**src/core/e3t_pkg.sv**
```systemverilog
/*
  Constants for the E3 G.832 transmit overhead controller: register indices,
  field positions, reset values and overhead byte positions.
  Assumes nothing beyond a SystemVerilog compiler.
*/
package e3t_pkg;

  // Register indices; each occupies one 32-bit word at four times its index
  localparam logic [11:0] IDX_TX_OVERHEAD_CONTROL  = 12'h118;
  localparam logic [11:0] IDX_TX_ERROR_INSERTION   = 12'h11a;
  localparam logic [11:0] IDX_TX_MA_BYTE_FIELDS    = 12'h11c;
  localparam logic [11:0] IDX_TX_NR_GC_BYTE_VALUES = 12'h11e;
  localparam int          ADDR_SHIFT               = 2;

  localparam logic [15:0] REG_RESET      = 16'h0000;
  localparam logic [15:0] MASK_TCR       = 16'h073f;
  localparam logic [15:0] MASK_TEIR      = 16'h03ff;
  localparam logic [15:0] MASK_TMABR     = 16'h00ff;
  localparam logic [15:0] MASK_TNGBR     = 16'hffff;

  // tx_overhead_control fields
  localparam int B_GC_SOURCE_SELECT         = 10;
  localparam int B_NR_SOURCE_HI             = 9;
  localparam int B_NR_SOURCE_LO             = 8;
  localparam int B_MANUAL_REI_BIT           = 5;
  localparam int B_AUTO_REI_DEFEAT          = 4;
  localparam int B_MANUAL_RDI_BIT           = 3;
  localparam int B_AUTO_RDI_DEFEAT          = 2;
  localparam int B_FRAME_GENERATION_DISABLE = 1;
  localparam int B_FORCE_ALL_ONES_OUTPUT    = 0;

  // tx_error_insertion fields
  localparam int B_REI_ERROR_CONTINUOUS        = 9;
  localparam int B_REI_ERROR_ENABLE            = 8;
  localparam int B_PARITY_BLOCK_ERROR_MODE     = 7;
  localparam int B_PARITY_ERROR_CONTINUOUS     = 6;
  localparam int B_PARITY_ERROR_ENABLE         = 5;
  localparam int B_FRAMING_TYPE_HI             = 4;
  localparam int B_FRAMING_TYPE_LO             = 3;
  localparam int B_FRAMING_ERROR_ENABLE        = 2;
  localparam int B_SINGLE_ERROR_TRIGGER        = 1;
  localparam int B_ERROR_TRIGGER_SOURCE_SELECT = 0;

  // tx_ma_byte_fields fields
  localparam int B_PAYLOAD_TYPE_HI         = 7;
  localparam int B_PAYLOAD_TYPE_LO         = 5;
  localparam int B_TIMING_SOURCE_GEN_DIS   = 4;
  localparam int B_TIMING_SOURCE_HI        = 3;

  localparam logic [1:0] NR_ALL_ONES = 2'b00;
  localparam logic [1:0] NR_HDLC     = 2'b01;
  localparam logic [1:0] NR_FEAC     = 2'b10;
  localparam logic [1:0] NR_REGISTER = 2'b11;

  localparam logic [7:0] FA1_WORD      = 8'hf6;
  localparam logic [7:0] FA2_WORD      = 8'h28;
  localparam logic [7:0] ALL_ONES      = 8'hff;
  localparam logic [7:0] SINGLE_BIT    = 8'h01;
  localparam logic [7:0] REI_BIT_MASK  = 8'h40;
  localparam logic [2:0] FOUR_FRAMES_LEFT = 3'h3;
  localparam logic [2:0] NO_FRAMES_LEFT   = 3'h0;

  typedef enum logic [2:0] {
    OH_PAYLOAD, OH_FA1, OH_FA2, OH_EM, OH_TR, OH_MA, OH_NR, OH_GC
  } e3t_oh_type;

endpackage : e3t_pkg

```
**src/core/e3t_tx_overhead_ctrl.sv**
```systemverilog
/*
  E3 G.832 transmit overhead controller: APB register file, overhead byte
  sourcing, MA byte assembly, error insertion and AIS on a byte stream.
  Assumes an upstream formatter that marks each byte with its overhead
  position, and HDLC and FEAC sources that hold their next byte ready.
*/
// Behaviour
// [RULE1] GC byte from HDLC when select is 0, from the register when 1.
// [RULE2] NR source: 00 all ones, 01 HDLC, 10 FEAC, 11 register.
// [RULE3] HDLC feeding both NR and GC is one stream; each slot takes a byte.
// [RULE4] With REI automation defeated, manual REI bit goes to MA bit two.
// [RULE5] REI automatic from remote error input when defeat is 0.
// [RULE6] With RDI automation defeated, manual RDI bit goes to MA bit one.
// [RULE7] RDI automatic from receiver alarms when defeat is 0.
// [RULE8] Frame generation disabled passes FA1, FA2, EM and MA through; errors and AIS still overwrite.
// [RULE9] AIS bit forces the whole output stream to all ones.
// [RULE10] REI errors only while enabled; continuous bit repeats them every frame.
// [RULE11] Parity error inverts one EM bit, or all eight in block mode.
// [RULE12] Parity errors only while enabled; continuous bit repeats them every frame.
// [RULE13] Framing type: bit or word error, in one or four consecutive frames.
// [RULE14] Framing errors only while the framing enable is set.
// [RULE15] Each trigger rising edge inserts one error per enabled type; extra edges merge.
// [RULE16] Trigger taken from register bit or external input by source select.
// [RULE17] Payload type field goes to MA bits three to five.
// [RULE18] Last three MA bits derived from timing bits, or copied when disabled.
// [RULE19] One register holds GC value high byte and NR value low byte.
// [RULE20] Derived timing encoding: low three bits inverted when the top bit is set.
`timescale 1ns/100ps
module e3t_tx_overhead_ctrl
  import e3t_pkg::*;
(
  input  logic        REF_CLK,
  input  logic        RESET_N,
  input  logic        PSEL,
  input  logic        PENABLE,
  input  logic        PWRITE,
  input  logic [11:0] PADDR,
  input  logic [31:0] PWDATA,
  output logic [31:0] PRDATA,
  output logic        PREADY,
  output logic        PSLVERR,
  input  logic [7:0]  IN_DATA,
  input  logic        IN_VALID,
  input  e3t_oh_type  IN_OH_POS,
  input  logic [7:0]  HDLC_BYTE,
  output logic        HDLC_TAKE,
  input  logic [7:0]  FEAC_BYTE,
  input  logic        RX_ALARM,
  input  logic        REMOTE_ERROR,
  input  logic        EXT_ERROR_INSERT,
  output logic [7:0]  OUT_DATA,
  output logic        OUT_VALID
);

  logic        rst_meta;
  logic        rst_n;
  logic [15:0] tcr;
  logic [15:0] teir;
  logic [15:0] tmabr;
  logic [15:0] tngbr;
  logic [15:0] next_tcr;
  logic [15:0] next_teir;
  logic [15:0] next_tmabr;
  logic [15:0] next_tngbr;
  logic [31:0] next_prdata;
  logic        next_pready;
  logic        next_pslverr;
  logic [15:0] rd_word;
  logic        hit;
  logic        trig_q;
  logic        fe_pend;
  logic        pe_pend;
  logic        rei_pend;
  logic        fe_word;
  logic [2:0]  frames_left;
  logic        rei_seen;
  logic [7:0]  bip_acc;
  logic [7:0]  bip_prev;
  logic        next_trig_q;
  logic        next_fe_pend;
  logic        next_pe_pend;
  logic        next_rei_pend;
  logic        next_fe_word;
  logic [2:0]  next_frames_left;
  logic        next_rei_seen;
  logic [7:0]  next_bip_acc;
  logic [7:0]  next_bip_prev;
  logic [7:0]  next_out_data;
  logic        next_out_valid;
  logic        next_hdlc_take;
  logic        trig;
  logic        trig_rise;
  logic        fe_ins;
  logic        pe_ins;
  logic        rei_ins;
  logic        rdi_val;
  logic        rei_val;
  logic [2:0]  ts_val;
  logic [7:0]  ma_byte;
  logic [7:0]  nr_byte;
  logic [7:0]  gc_byte;
  logic [7:0]  byte_gen;
  logic [7:0]  byte_fin;

  wire fgd     = tcr[B_FRAME_GENERATION_DISABLE];
  wire ais     = tcr[B_FORCE_ALL_ONES_OUTPUT];
  wire gc_sel  = tcr[B_GC_SOURCE_SELECT];
  wire [1:0] nr_sel = tcr[B_NR_SOURCE_HI:B_NR_SOURCE_LO];
  wire fe_en   = teir[B_FRAMING_ERROR_ENABLE];
  wire pe_en   = teir[B_PARITY_ERROR_ENABLE];
  wire pe_cont = teir[B_PARITY_ERROR_CONTINUOUS];
  wire rei_en  = teir[B_REI_ERROR_ENABLE];
  wire rei_cont = teir[B_REI_ERROR_CONTINUOUS];
  wire at_fa1  = IN_VALID && (IN_OH_POS == OH_FA1);
  wire at_fa2  = IN_VALID && (IN_OH_POS == OH_FA2);
  wire at_em   = IN_VALID && (IN_OH_POS == OH_EM);
  wire at_ma   = IN_VALID && (IN_OH_POS == OH_MA);

  // Reset is released through two flops so no register sees a ragged edge
  always_ff @(posedge REF_CLK or negedge RESET_N) begin
    if (!RESET_N) begin
      rst_meta <= 1'b0;
      rst_n    <= 1'b0;
    end else begin
      rst_meta <= 1'b1;
      rst_n    <= rst_meta;
    end
  end

  // Register bus: one wait state so that PREADY and PRDATA come from flops
  always_comb begin
    hit = 1'b1;
    rd_word = REG_RESET;
    case (PADDR)
      12'(IDX_TX_OVERHEAD_CONTROL  << ADDR_SHIFT): rd_word = tcr;
      12'(IDX_TX_ERROR_INSERTION   << ADDR_SHIFT): rd_word = teir;
      12'(IDX_TX_MA_BYTE_FIELDS    << ADDR_SHIFT): rd_word = tmabr;
      12'(IDX_TX_NR_GC_BYTE_VALUES << ADDR_SHIFT): rd_word = tngbr; // RULE19
      default: hit = 1'b0;
    endcase
    next_tcr = tcr;
    next_teir = teir;
    next_tmabr = tmabr;
    next_tngbr = tngbr;
    next_prdata = PRDATA;
    next_pready = 1'b0;
    next_pslverr = 1'b0;
    if (PSEL && PENABLE && !PREADY) begin
      next_pready = 1'b1;
      next_pslverr = !hit;
      next_prdata = {16'h0000, rd_word};
    end
    if (PSEL && PENABLE && PREADY && PWRITE && hit) begin
      case (PADDR)
        12'(IDX_TX_OVERHEAD_CONTROL  << ADDR_SHIFT): next_tcr = PWDATA[15:0] & MASK_TCR;
        12'(IDX_TX_ERROR_INSERTION   << ADDR_SHIFT): next_teir = PWDATA[15:0] & MASK_TEIR;
        12'(IDX_TX_MA_BYTE_FIELDS    << ADDR_SHIFT): next_tmabr = PWDATA[15:0] & MASK_TMABR;
        default: next_tngbr = PWDATA[15:0] & MASK_TNGBR;
      endcase
    end
  end

  always_ff @(posedge REF_CLK or negedge rst_n) begin
    if (!rst_n) begin
      tcr     <= REG_RESET;
      teir    <= REG_RESET;
      tmabr   <= REG_RESET;
      tngbr   <= REG_RESET;
      PRDATA  <= 32'h00000000;
      PREADY  <= 1'b0;
      PSLVERR <= 1'b0;
    end else begin
      tcr     <= next_tcr;
      teir    <= next_teir;
      tmabr   <= next_tmabr;
      tngbr   <= next_tngbr;
      PRDATA  <= next_prdata;
      PREADY  <= next_pready;
      PSLVERR <= next_pslverr;
    end
  end

  // Error triggers and pending flags; a new edge always wins over consumption
  always_comb begin
    trig = teir[B_ERROR_TRIGGER_SOURCE_SELECT] ? EXT_ERROR_INSERT
                                               : teir[B_SINGLE_ERROR_TRIGGER]; // RULE16
    trig_rise = trig && !trig_q; // RULE15
    next_trig_q = trig;
    fe_ins = at_fa1 && fe_en && (fe_pend || (frames_left != NO_FRAMES_LEFT)); // RULE14
    pe_ins = at_em && pe_en && (pe_cont || pe_pend); // RULE12
    rei_ins = at_ma && rei_en && (rei_cont || rei_pend); // RULE10
    // Edges between opportunities collapse into a single pending error
    next_fe_pend = (trig_rise && fe_en) || (fe_pend && fe_en && !(at_fa1 && fe_pend)); // RULE15
    next_pe_pend = (trig_rise && pe_en) || (pe_pend && pe_en && !pe_ins);
    next_rei_pend = (trig_rise && rei_en) || (rei_pend && rei_en && !rei_ins);
    next_frames_left = fe_en ? frames_left : NO_FRAMES_LEFT;
    next_fe_word = fe_word;
    if (fe_ins) begin
      next_fe_word = teir[B_FRAMING_TYPE_LO]; // RULE13
      if (fe_pend) begin
        next_frames_left = teir[B_FRAMING_TYPE_HI] ? FOUR_FRAMES_LEFT : NO_FRAMES_LEFT;
      end else begin
        next_frames_left = frames_left - 3'h1;
      end
    end else if (at_fa1) begin
      next_fe_word = 1'b0;
    end
  end

  // Overhead byte sources and MA assembly
  always_comb begin
    rdi_val = tcr[B_AUTO_RDI_DEFEAT] ? tcr[B_MANUAL_RDI_BIT] : RX_ALARM; // RULE6 RULE7
    rei_val = tcr[B_AUTO_REI_DEFEAT] ? tcr[B_MANUAL_REI_BIT]
                                     : (rei_seen || REMOTE_ERROR); // RULE4 RULE5
    next_rei_seen = REMOTE_ERROR || (rei_seen && !at_ma);
    if (tmabr[B_TIMING_SOURCE_GEN_DIS]) begin
      ts_val = tmabr[2:0]; // RULE18
    end else begin
      ts_val = tmabr[2:0] ^ {3{tmabr[B_TIMING_SOURCE_HI]}}; // RULE20
    end
    ma_byte = {rdi_val, rei_val, tmabr[B_PAYLOAD_TYPE_HI:B_PAYLOAD_TYPE_LO], ts_val}; // RULE17
    case (nr_sel) // RULE2
      NR_ALL_ONES: nr_byte = ALL_ONES;
      NR_HDLC:     nr_byte = HDLC_BYTE;
      NR_FEAC:     nr_byte = FEAC_BYTE;
      default:     nr_byte = tngbr[7:0];
    endcase
    gc_byte = gc_sel ? tngbr[15:8] : HDLC_BYTE; // RULE1
    next_hdlc_take = IN_VALID && (((IN_OH_POS == OH_NR) && (nr_sel == NR_HDLC)) ||
                                  ((IN_OH_POS == OH_GC) && !gc_sel)); // RULE3
    case (IN_OH_POS) // RULE8
      OH_FA1:  byte_gen = fgd ? IN_DATA : FA1_WORD;
      OH_FA2:  byte_gen = fgd ? IN_DATA : FA2_WORD;
      OH_EM:   byte_gen = fgd ? IN_DATA : bip_prev;
      OH_MA:   byte_gen = fgd ? IN_DATA : ma_byte;
      OH_NR:   byte_gen = nr_byte;
      OH_GC:   byte_gen = gc_byte;
      default: byte_gen = IN_DATA;
    endcase
    byte_fin = byte_gen;
    if (fe_ins) begin
      byte_fin = byte_gen ^ (teir[B_FRAMING_TYPE_LO] ? ALL_ONES : SINGLE_BIT); // RULE13
    end
    if (at_fa2 && fe_word) begin
      byte_fin = byte_gen ^ ALL_ONES;
    end
    if (pe_ins) begin
      byte_fin = byte_gen ^ (teir[B_PARITY_BLOCK_ERROR_MODE] ? ALL_ONES : SINGLE_BIT); // RULE11
    end
    if (rei_ins) begin
      byte_fin = byte_gen ^ REI_BIT_MASK; // RULE10
    end
    if (ais) begin
      byte_fin = ALL_ONES; // RULE9
    end
    next_out_data = IN_VALID ? byte_fin : OUT_DATA;
    next_out_valid = IN_VALID;
    // Parity runs over the sent frame; frames start at FA1
    next_bip_acc = bip_acc;
    next_bip_prev = bip_prev;
    if (at_fa1) begin
      next_bip_prev = bip_acc;
      next_bip_acc = byte_fin;
    end else if (IN_VALID) begin
      next_bip_acc = bip_acc ^ byte_fin;
    end
  end

  always_ff @(posedge REF_CLK or negedge rst_n) begin
    if (!rst_n) begin
      trig_q      <= 1'b0;
      fe_pend     <= 1'b0;
      pe_pend     <= 1'b0;
      rei_pend    <= 1'b0;
      fe_word     <= 1'b0;
      frames_left <= NO_FRAMES_LEFT;
      rei_seen    <= 1'b0;
      bip_acc     <= 8'h00;
      bip_prev    <= 8'h00;
      OUT_DATA    <= 8'h00;
      OUT_VALID   <= 1'b0;
      HDLC_TAKE   <= 1'b0;
    end else begin
      trig_q      <= next_trig_q;
      fe_pend     <= next_fe_pend;
      pe_pend     <= next_pe_pend;
      rei_pend    <= next_rei_pend;
      fe_word     <= next_fe_word;
      frames_left <= next_frames_left;
      rei_seen    <= next_rei_seen;
      bip_acc     <= next_bip_acc;
      bip_prev    <= next_bip_prev;
      OUT_DATA    <= next_out_data;
      OUT_VALID   <= next_out_valid;
      HDLC_TAKE   <= next_hdlc_take;
    end
  end
endmodule // e3t_tx_overhead_ctrl

```
**config.mk**
```make
export PLATFORM = sky130hd
export DESIGN_NAME = e3t_tx_overhead_ctrl
export DESIGN_NICKNAME = d
export VERILOG_FILES = /design/src/core/e3t_pkg.sv /design/src/core/e3t_tx_overhead_ctrl.sv
export SDC_FILE = /design/constraint.sdc
export NUM_CORES = 1
export LEC_CHECK = 0
export BUFFER_PORTS_ARGS = -buffer_cell sky130_fd_sc_hd__clkbuf_2
export CAP_MARGIN = 20
export CORE_UTILIZATION = 45
export CTS_BUF_LIST = sky130_fd_sc_hd__clkbuf_4 sky130_fd_sc_hd__clkbuf_8 sky130_fd_sc_hd__clkbuf_16
export DETAILED_ROUTE_END_ITERATION = 8
export PLACE_DENSITY = 0.68
export REMOVE_ABC_BUFFERS = 1
export SYNTH_ARGS = -nofsm -noshare
export SYNTH_HDL_FRONTEND = slang
export SYNTH_SLANG_ARGS = --single-unit
export TNS_END_PERCENT = 30
```
**constraint.sdc**
```tcl
create_clock -name REF_CLK -period 5.25 [get_ports REF_CLK]
set_input_delay 0.2625 -clock REF_CLK [delete_from_list [all_inputs] [get_ports REF_CLK]]
set_output_delay 0.2625 -clock REF_CLK [all_outputs]
set_load 0.05 [all_outputs]
```
==> results.txt <==
----------------------------------------------------
[Status]
  Outcome ... completed

[Floorplan]
  Initial cell density of the core ... 0.464
  Number of core rows ... 40
  DIE AREA ... around 0.013 mm²
  Floorplan die width ... 113 µm
  Ports ... ~120
  Core footprint ... ~0.012 mm²
  Die span in y ... 113 µm

[Clocking]
  Clk Tree Root Cell ... clkbuf_16
  Clock tree from TritonCTS ... yes
  Sinks on Clock Net ... ~100
  Number of H-tree branching levels ... 3
  Maximum clock path buffer count ... 2
  Post-CTS sizing ... 0
  Cts bufs inserted ... 9
  Worst-Skew Late Latency ... around 360 ps
  Clock-pin slew reported for the worst setup and hold paths after clock tree synthesis ... around 70 ps

[Global route]
  Global route total overflow ... 0
  Largest net degree at the start of global routing ... 53
  Number of antenna violations at the first check in global routing ... 0
  Vias in the first global route ... approximately 4400
  Total GRT Usage ... 0.240
  Wire length of the first global-routing pass ... 23400 µm

[Route]
  DRC Markers ... 0
  Via count ... 4418
  Detailed-router iteration count before antenna repair ... 7
  Routed wire length ... between 10000 and 15000 µm
  Via-per-instance ratio ... 5.73
  Antenna Violating Nets Remaining ... 0
  Average wire per cell in the routed design ... 18.8 µm
  First DRT Iteration DRCs ... 259

[Place]
  Final GP Congestion ... ~0.87
  Count of input and output buffers ... 91
  Placement-stage worst setup slack ... around 2200 ps
  Dpl cells ... between 700 and 800
  HPWL after detailed placement ... 10500 µm

[Finish]
  Layout Area Growth over Synthesis ... 14.3%
  Post-Layout Cell Count ... approximately 770
  Fill count ... between 1000 and 1500
  Number of antenna cells inserted ... 0
  Layout cell share with drive strength beyond 1 ... 0.280
  Final layout net count ... approximately 700

[Yosys]
  Dominant synthesized flop cell ... dfrtp_1
  Synth cell types ... 72
  Part of the Yosys area used for sequential elements ... 0.440
  Share of the synthesized netlist area taken by xor and xnor gates ... 0.0189
  Fraction of the mapped netlist area in adder cells ... 0.00449
  Cell area after synthesis ... between 0.005 and 0.006 mm²
  Multiplexer area fraction after synthesis ... 0.165
  Number of standard cells after synthesis ... ~550
  Number of storage elements in the synthesis netlist ... 98
  Share of async-settable or async-resettable flops after synthesis ... 1.00
  Synthesized-area fraction occupied by ao, oa, aoi and oai cells ... 0.129
  Number of flops mapped to enable cells by yosys ... 0
  Synthesized area divided by synthesized cell count ... 10.2 µm²
  Count of yosys warnings during synthesis ... 0
  Main combinational cell family by area after synthesis ... simple AND/OR/NAND/NOR gates
  Simple-gate portion of the synthesized area ... 0.182

[Worst setup path]
  Capture instance of the worst register-to-register path ... bip_acc[3]$_DFFE_PN0P_
  Critical path fanouts, max ... 15
  Arrival time at the worst endpoint ... 2920 ps
  Slowest CP cell ... nor2b_1
  Req. time, crit path ... 5490 ps
  Kind of start point of the critical path ... input port
  Buffers & Inverters on Critical Path ... 1
  Cell breakdown of the critical path ... clkbuf_2 > nor4b_1 > nand4b_1 > or2_2 > nor2b_1 > mux2_2
  Count of cells along the worst register-to-register path ... 6
  Setup CP Type ... in2reg
  Worst Setup End Kind ... flip-flop
  Kind of cell adding the most delay to the critical path ... simple AND/OR/NAND/NOR gates
  Worst R2R Start ... tcr[8]$_DFFE_PN0P_
  Setup slack on the worst flop-to-flop path ... 2570 ps
  Largest stage delay on the critical path ... roughly 800 ps

[Hold path]
  Depth of the worst hold-timing path ... 2
  End of the worst hold path ... rei_seen$_DFF_PN0_
  Tightest Hold Check Type ... in2reg
  Start point of the worst hold path ... REMOTE_ERROR

[STA]
  Final worst path period need ... approximately 2700 ps
  Worst max-slew margin expressed relative to the limit ... 0.322
  Total count of max-transition violations in the final report ... 0
  Worst-case clock skew ... 9.28 ps
  Setup violation total in the final timing report ... 0
  Final hold violation count ... 0
  Least setup slack across all paths after layout ... ~2600 ps
  Tightest hold margin ... ~130 ps
  Setup total negative slack ... 0 ps
  Peak Freq ... between 0.3 and 0.4 GHz
  Least-Margin Pin Slew ... 1020 ps
  Setup repair after global routing missed its margin ... false
  Period utilisation layout ... 0.510

[Pwr]
  Pwr dens ... roughly 290 mW/mm²
  Worst-case vdd ir drop ... ~0.15 mV
  Total power consumption of the routed design ... roughly 1800 µW
  Static leakage ... between 0.002 and 0.003 µW

[Job]
  Number of maximum-capacitance constraint violations ... 0

----------------------------------------------------
-- layout make-up --
cell class / instances / area [µm²] / share of cell area
Multi-Input combinational cell: 401 / 2840 / 0.446
Sequential cell: 98 / 2460 / 0.386
Timing Repair Buffer: 97 / 503 / 0.0791
Clock buffer: 9 / 225 / 0.0354
Tap cell: 147 / 184 / 0.0289
Clock inverter: 7 / 109 / 0.0171
Inverter: 12 / 45.0 / 0.00708
-- stage by stage --
stage	util	area [µm²]
after CTS	0.530	6360
after floorplan	-	5340
after global placement	0.501	6020
after global routing	0.530	6360
after detailed placement	0.501	6020
final	0.530	6360
-- routing by layer --
layer,wire [µm],track usage
met3,608,0.0370
met5,0,0
met2,6890,0.391
met4,375,0.102
met1,6620,0.319
-- flip-flops by register name, indices dropped and copies added (netlist names), 3 cells and up --
name         flops
PRDATA          16
tngbr           16
teir            10
tcr              9
OUT_DATA         8
bip_acc          8
bip_prev         8
tmabr            8
frames_left      3
-- power by group --
part / switching, µW / internal, µW
logic: 156 / 80.9
registers: 38.1 / 806
clock network: 322 / 428
-- cells in the final DEF (no fill, tap or decap), types with 4 or more instances in the layout --
| cell type | Yosys | routed |
|---|---|---|
| o211ai_1 | 4 | 4 |
| xor2_1 | 5 | 5 |
| clkbuf_16 | 0 | 9 |
| xnor2_1 | 7 | 7 |
| nor4b_1 | 4 | 4 |
| nand2_1 | 72 | 72 |
| nor3_1 | 10 | 10 |
| nand3b_1 | 4 | 4 |
| mux2_1 | 5 | 5 |
| nand2b_1 | 12 | 12 |
| buf_4 | 16 | 5 |
| mux4_2 | 6 | 6 |
| inv_1 | 12 | 12 |
| conb_1 | 2 | 17 |
| a21boi_0 | 7 | 7 |
| o31ai_1 | 7 | 7 |
| o21ai_0 | 26 | 26 |
| nand3_1 | 19 | 19 |
| nor2b_1 | 12 | 12 |
| nor2_1 | 20 | 20 |
| a31oi_1 | 5 | 5 |
| clkbuf_2 | 0 | 91 |
| dfrtp_1 | 98 | 97 |
| nor3b_1 | 6 | 6 |
| nand4_1 | 4 | 4 |
| a21oi_1 | 10 | 10 |
| a211oi_1 | 10 | 10 |
| mux2_2 | 44 | 44 |
| mux2i_1 | 23 | 23 |
-- worst max-delay path by stage --
stage                          from             endpoint  slack, ps  depth (start not counted)
floorplan           rst_n$_DFF_PN0_  HDLC_TAKE$_DFF_PN0_       2320                          0
global placement           PADDR[9]  teir[2]$_DFFE_PN0P_       2270                          6
detailed placement         PADDR[1]  teir[6]$_DFFE_PN0P_       2190                          6
CTS                        PADDR[1]  teir[3]$_DFFE_PN0P_       2550                          6
global route               PADDR[9]  teir[6]$_DFFE_PN0P_       2280                          6
finish                     PADDR[1]  teir[3]$_DFFE_PN0P_       2570                          6
-- cells in the mapped netlist (all sizes together), types with 4 or more instances --
master   n  share of area
dfrtp   98           0.44
nand2   72          0.049
mux2    49          0.099
buf     38          0.043
o21ai   26          0.023
mux2i   23          0.041
nor2    20          0.013
nand3   19          0.017
clkbuf  13         0.0088
inv     12         0.0081
nand2b  12          0.013
nor2b   12          0.013
nor3    11          0.011
a211oi  10          0.013
a21oi   10         0.0090
o31ai    8          0.012
a21boi   7         0.0094
nor3b    7          0.011
xnor2    7          0.011
mux4     6          0.024
a31oi    5         0.0056
o211ai   5         0.0076
xor2     5         0.0079
a21o     4         0.0056
nand3b   4         0.0054
nand4    4         0.0045
nor4     4         0.0067
nor4b    4         0.0063
-- kinds of logic (layout without fill, tap and decap cells) --
group                    Yosys count  count (layout)
AO/OA/AOI/OAI                    102             102
flip-flops                        98              98
multiplexers                      78              78
XOR/XNOR                          12              12
buffers and inverters             63             125
other                              2              17
AND/OR/NAND/NOR                  190             190
adder cells (fa/ha/maj)            2               2
-- timing repair --
item	4_1_cts	5_1_grt
setup buffers	0	0
setup endpoints to repair	0	0
hold buffers	1	0
endpoints found under the hold margin	2	0
Note: power is estimated with default switching activity, not from simulation.
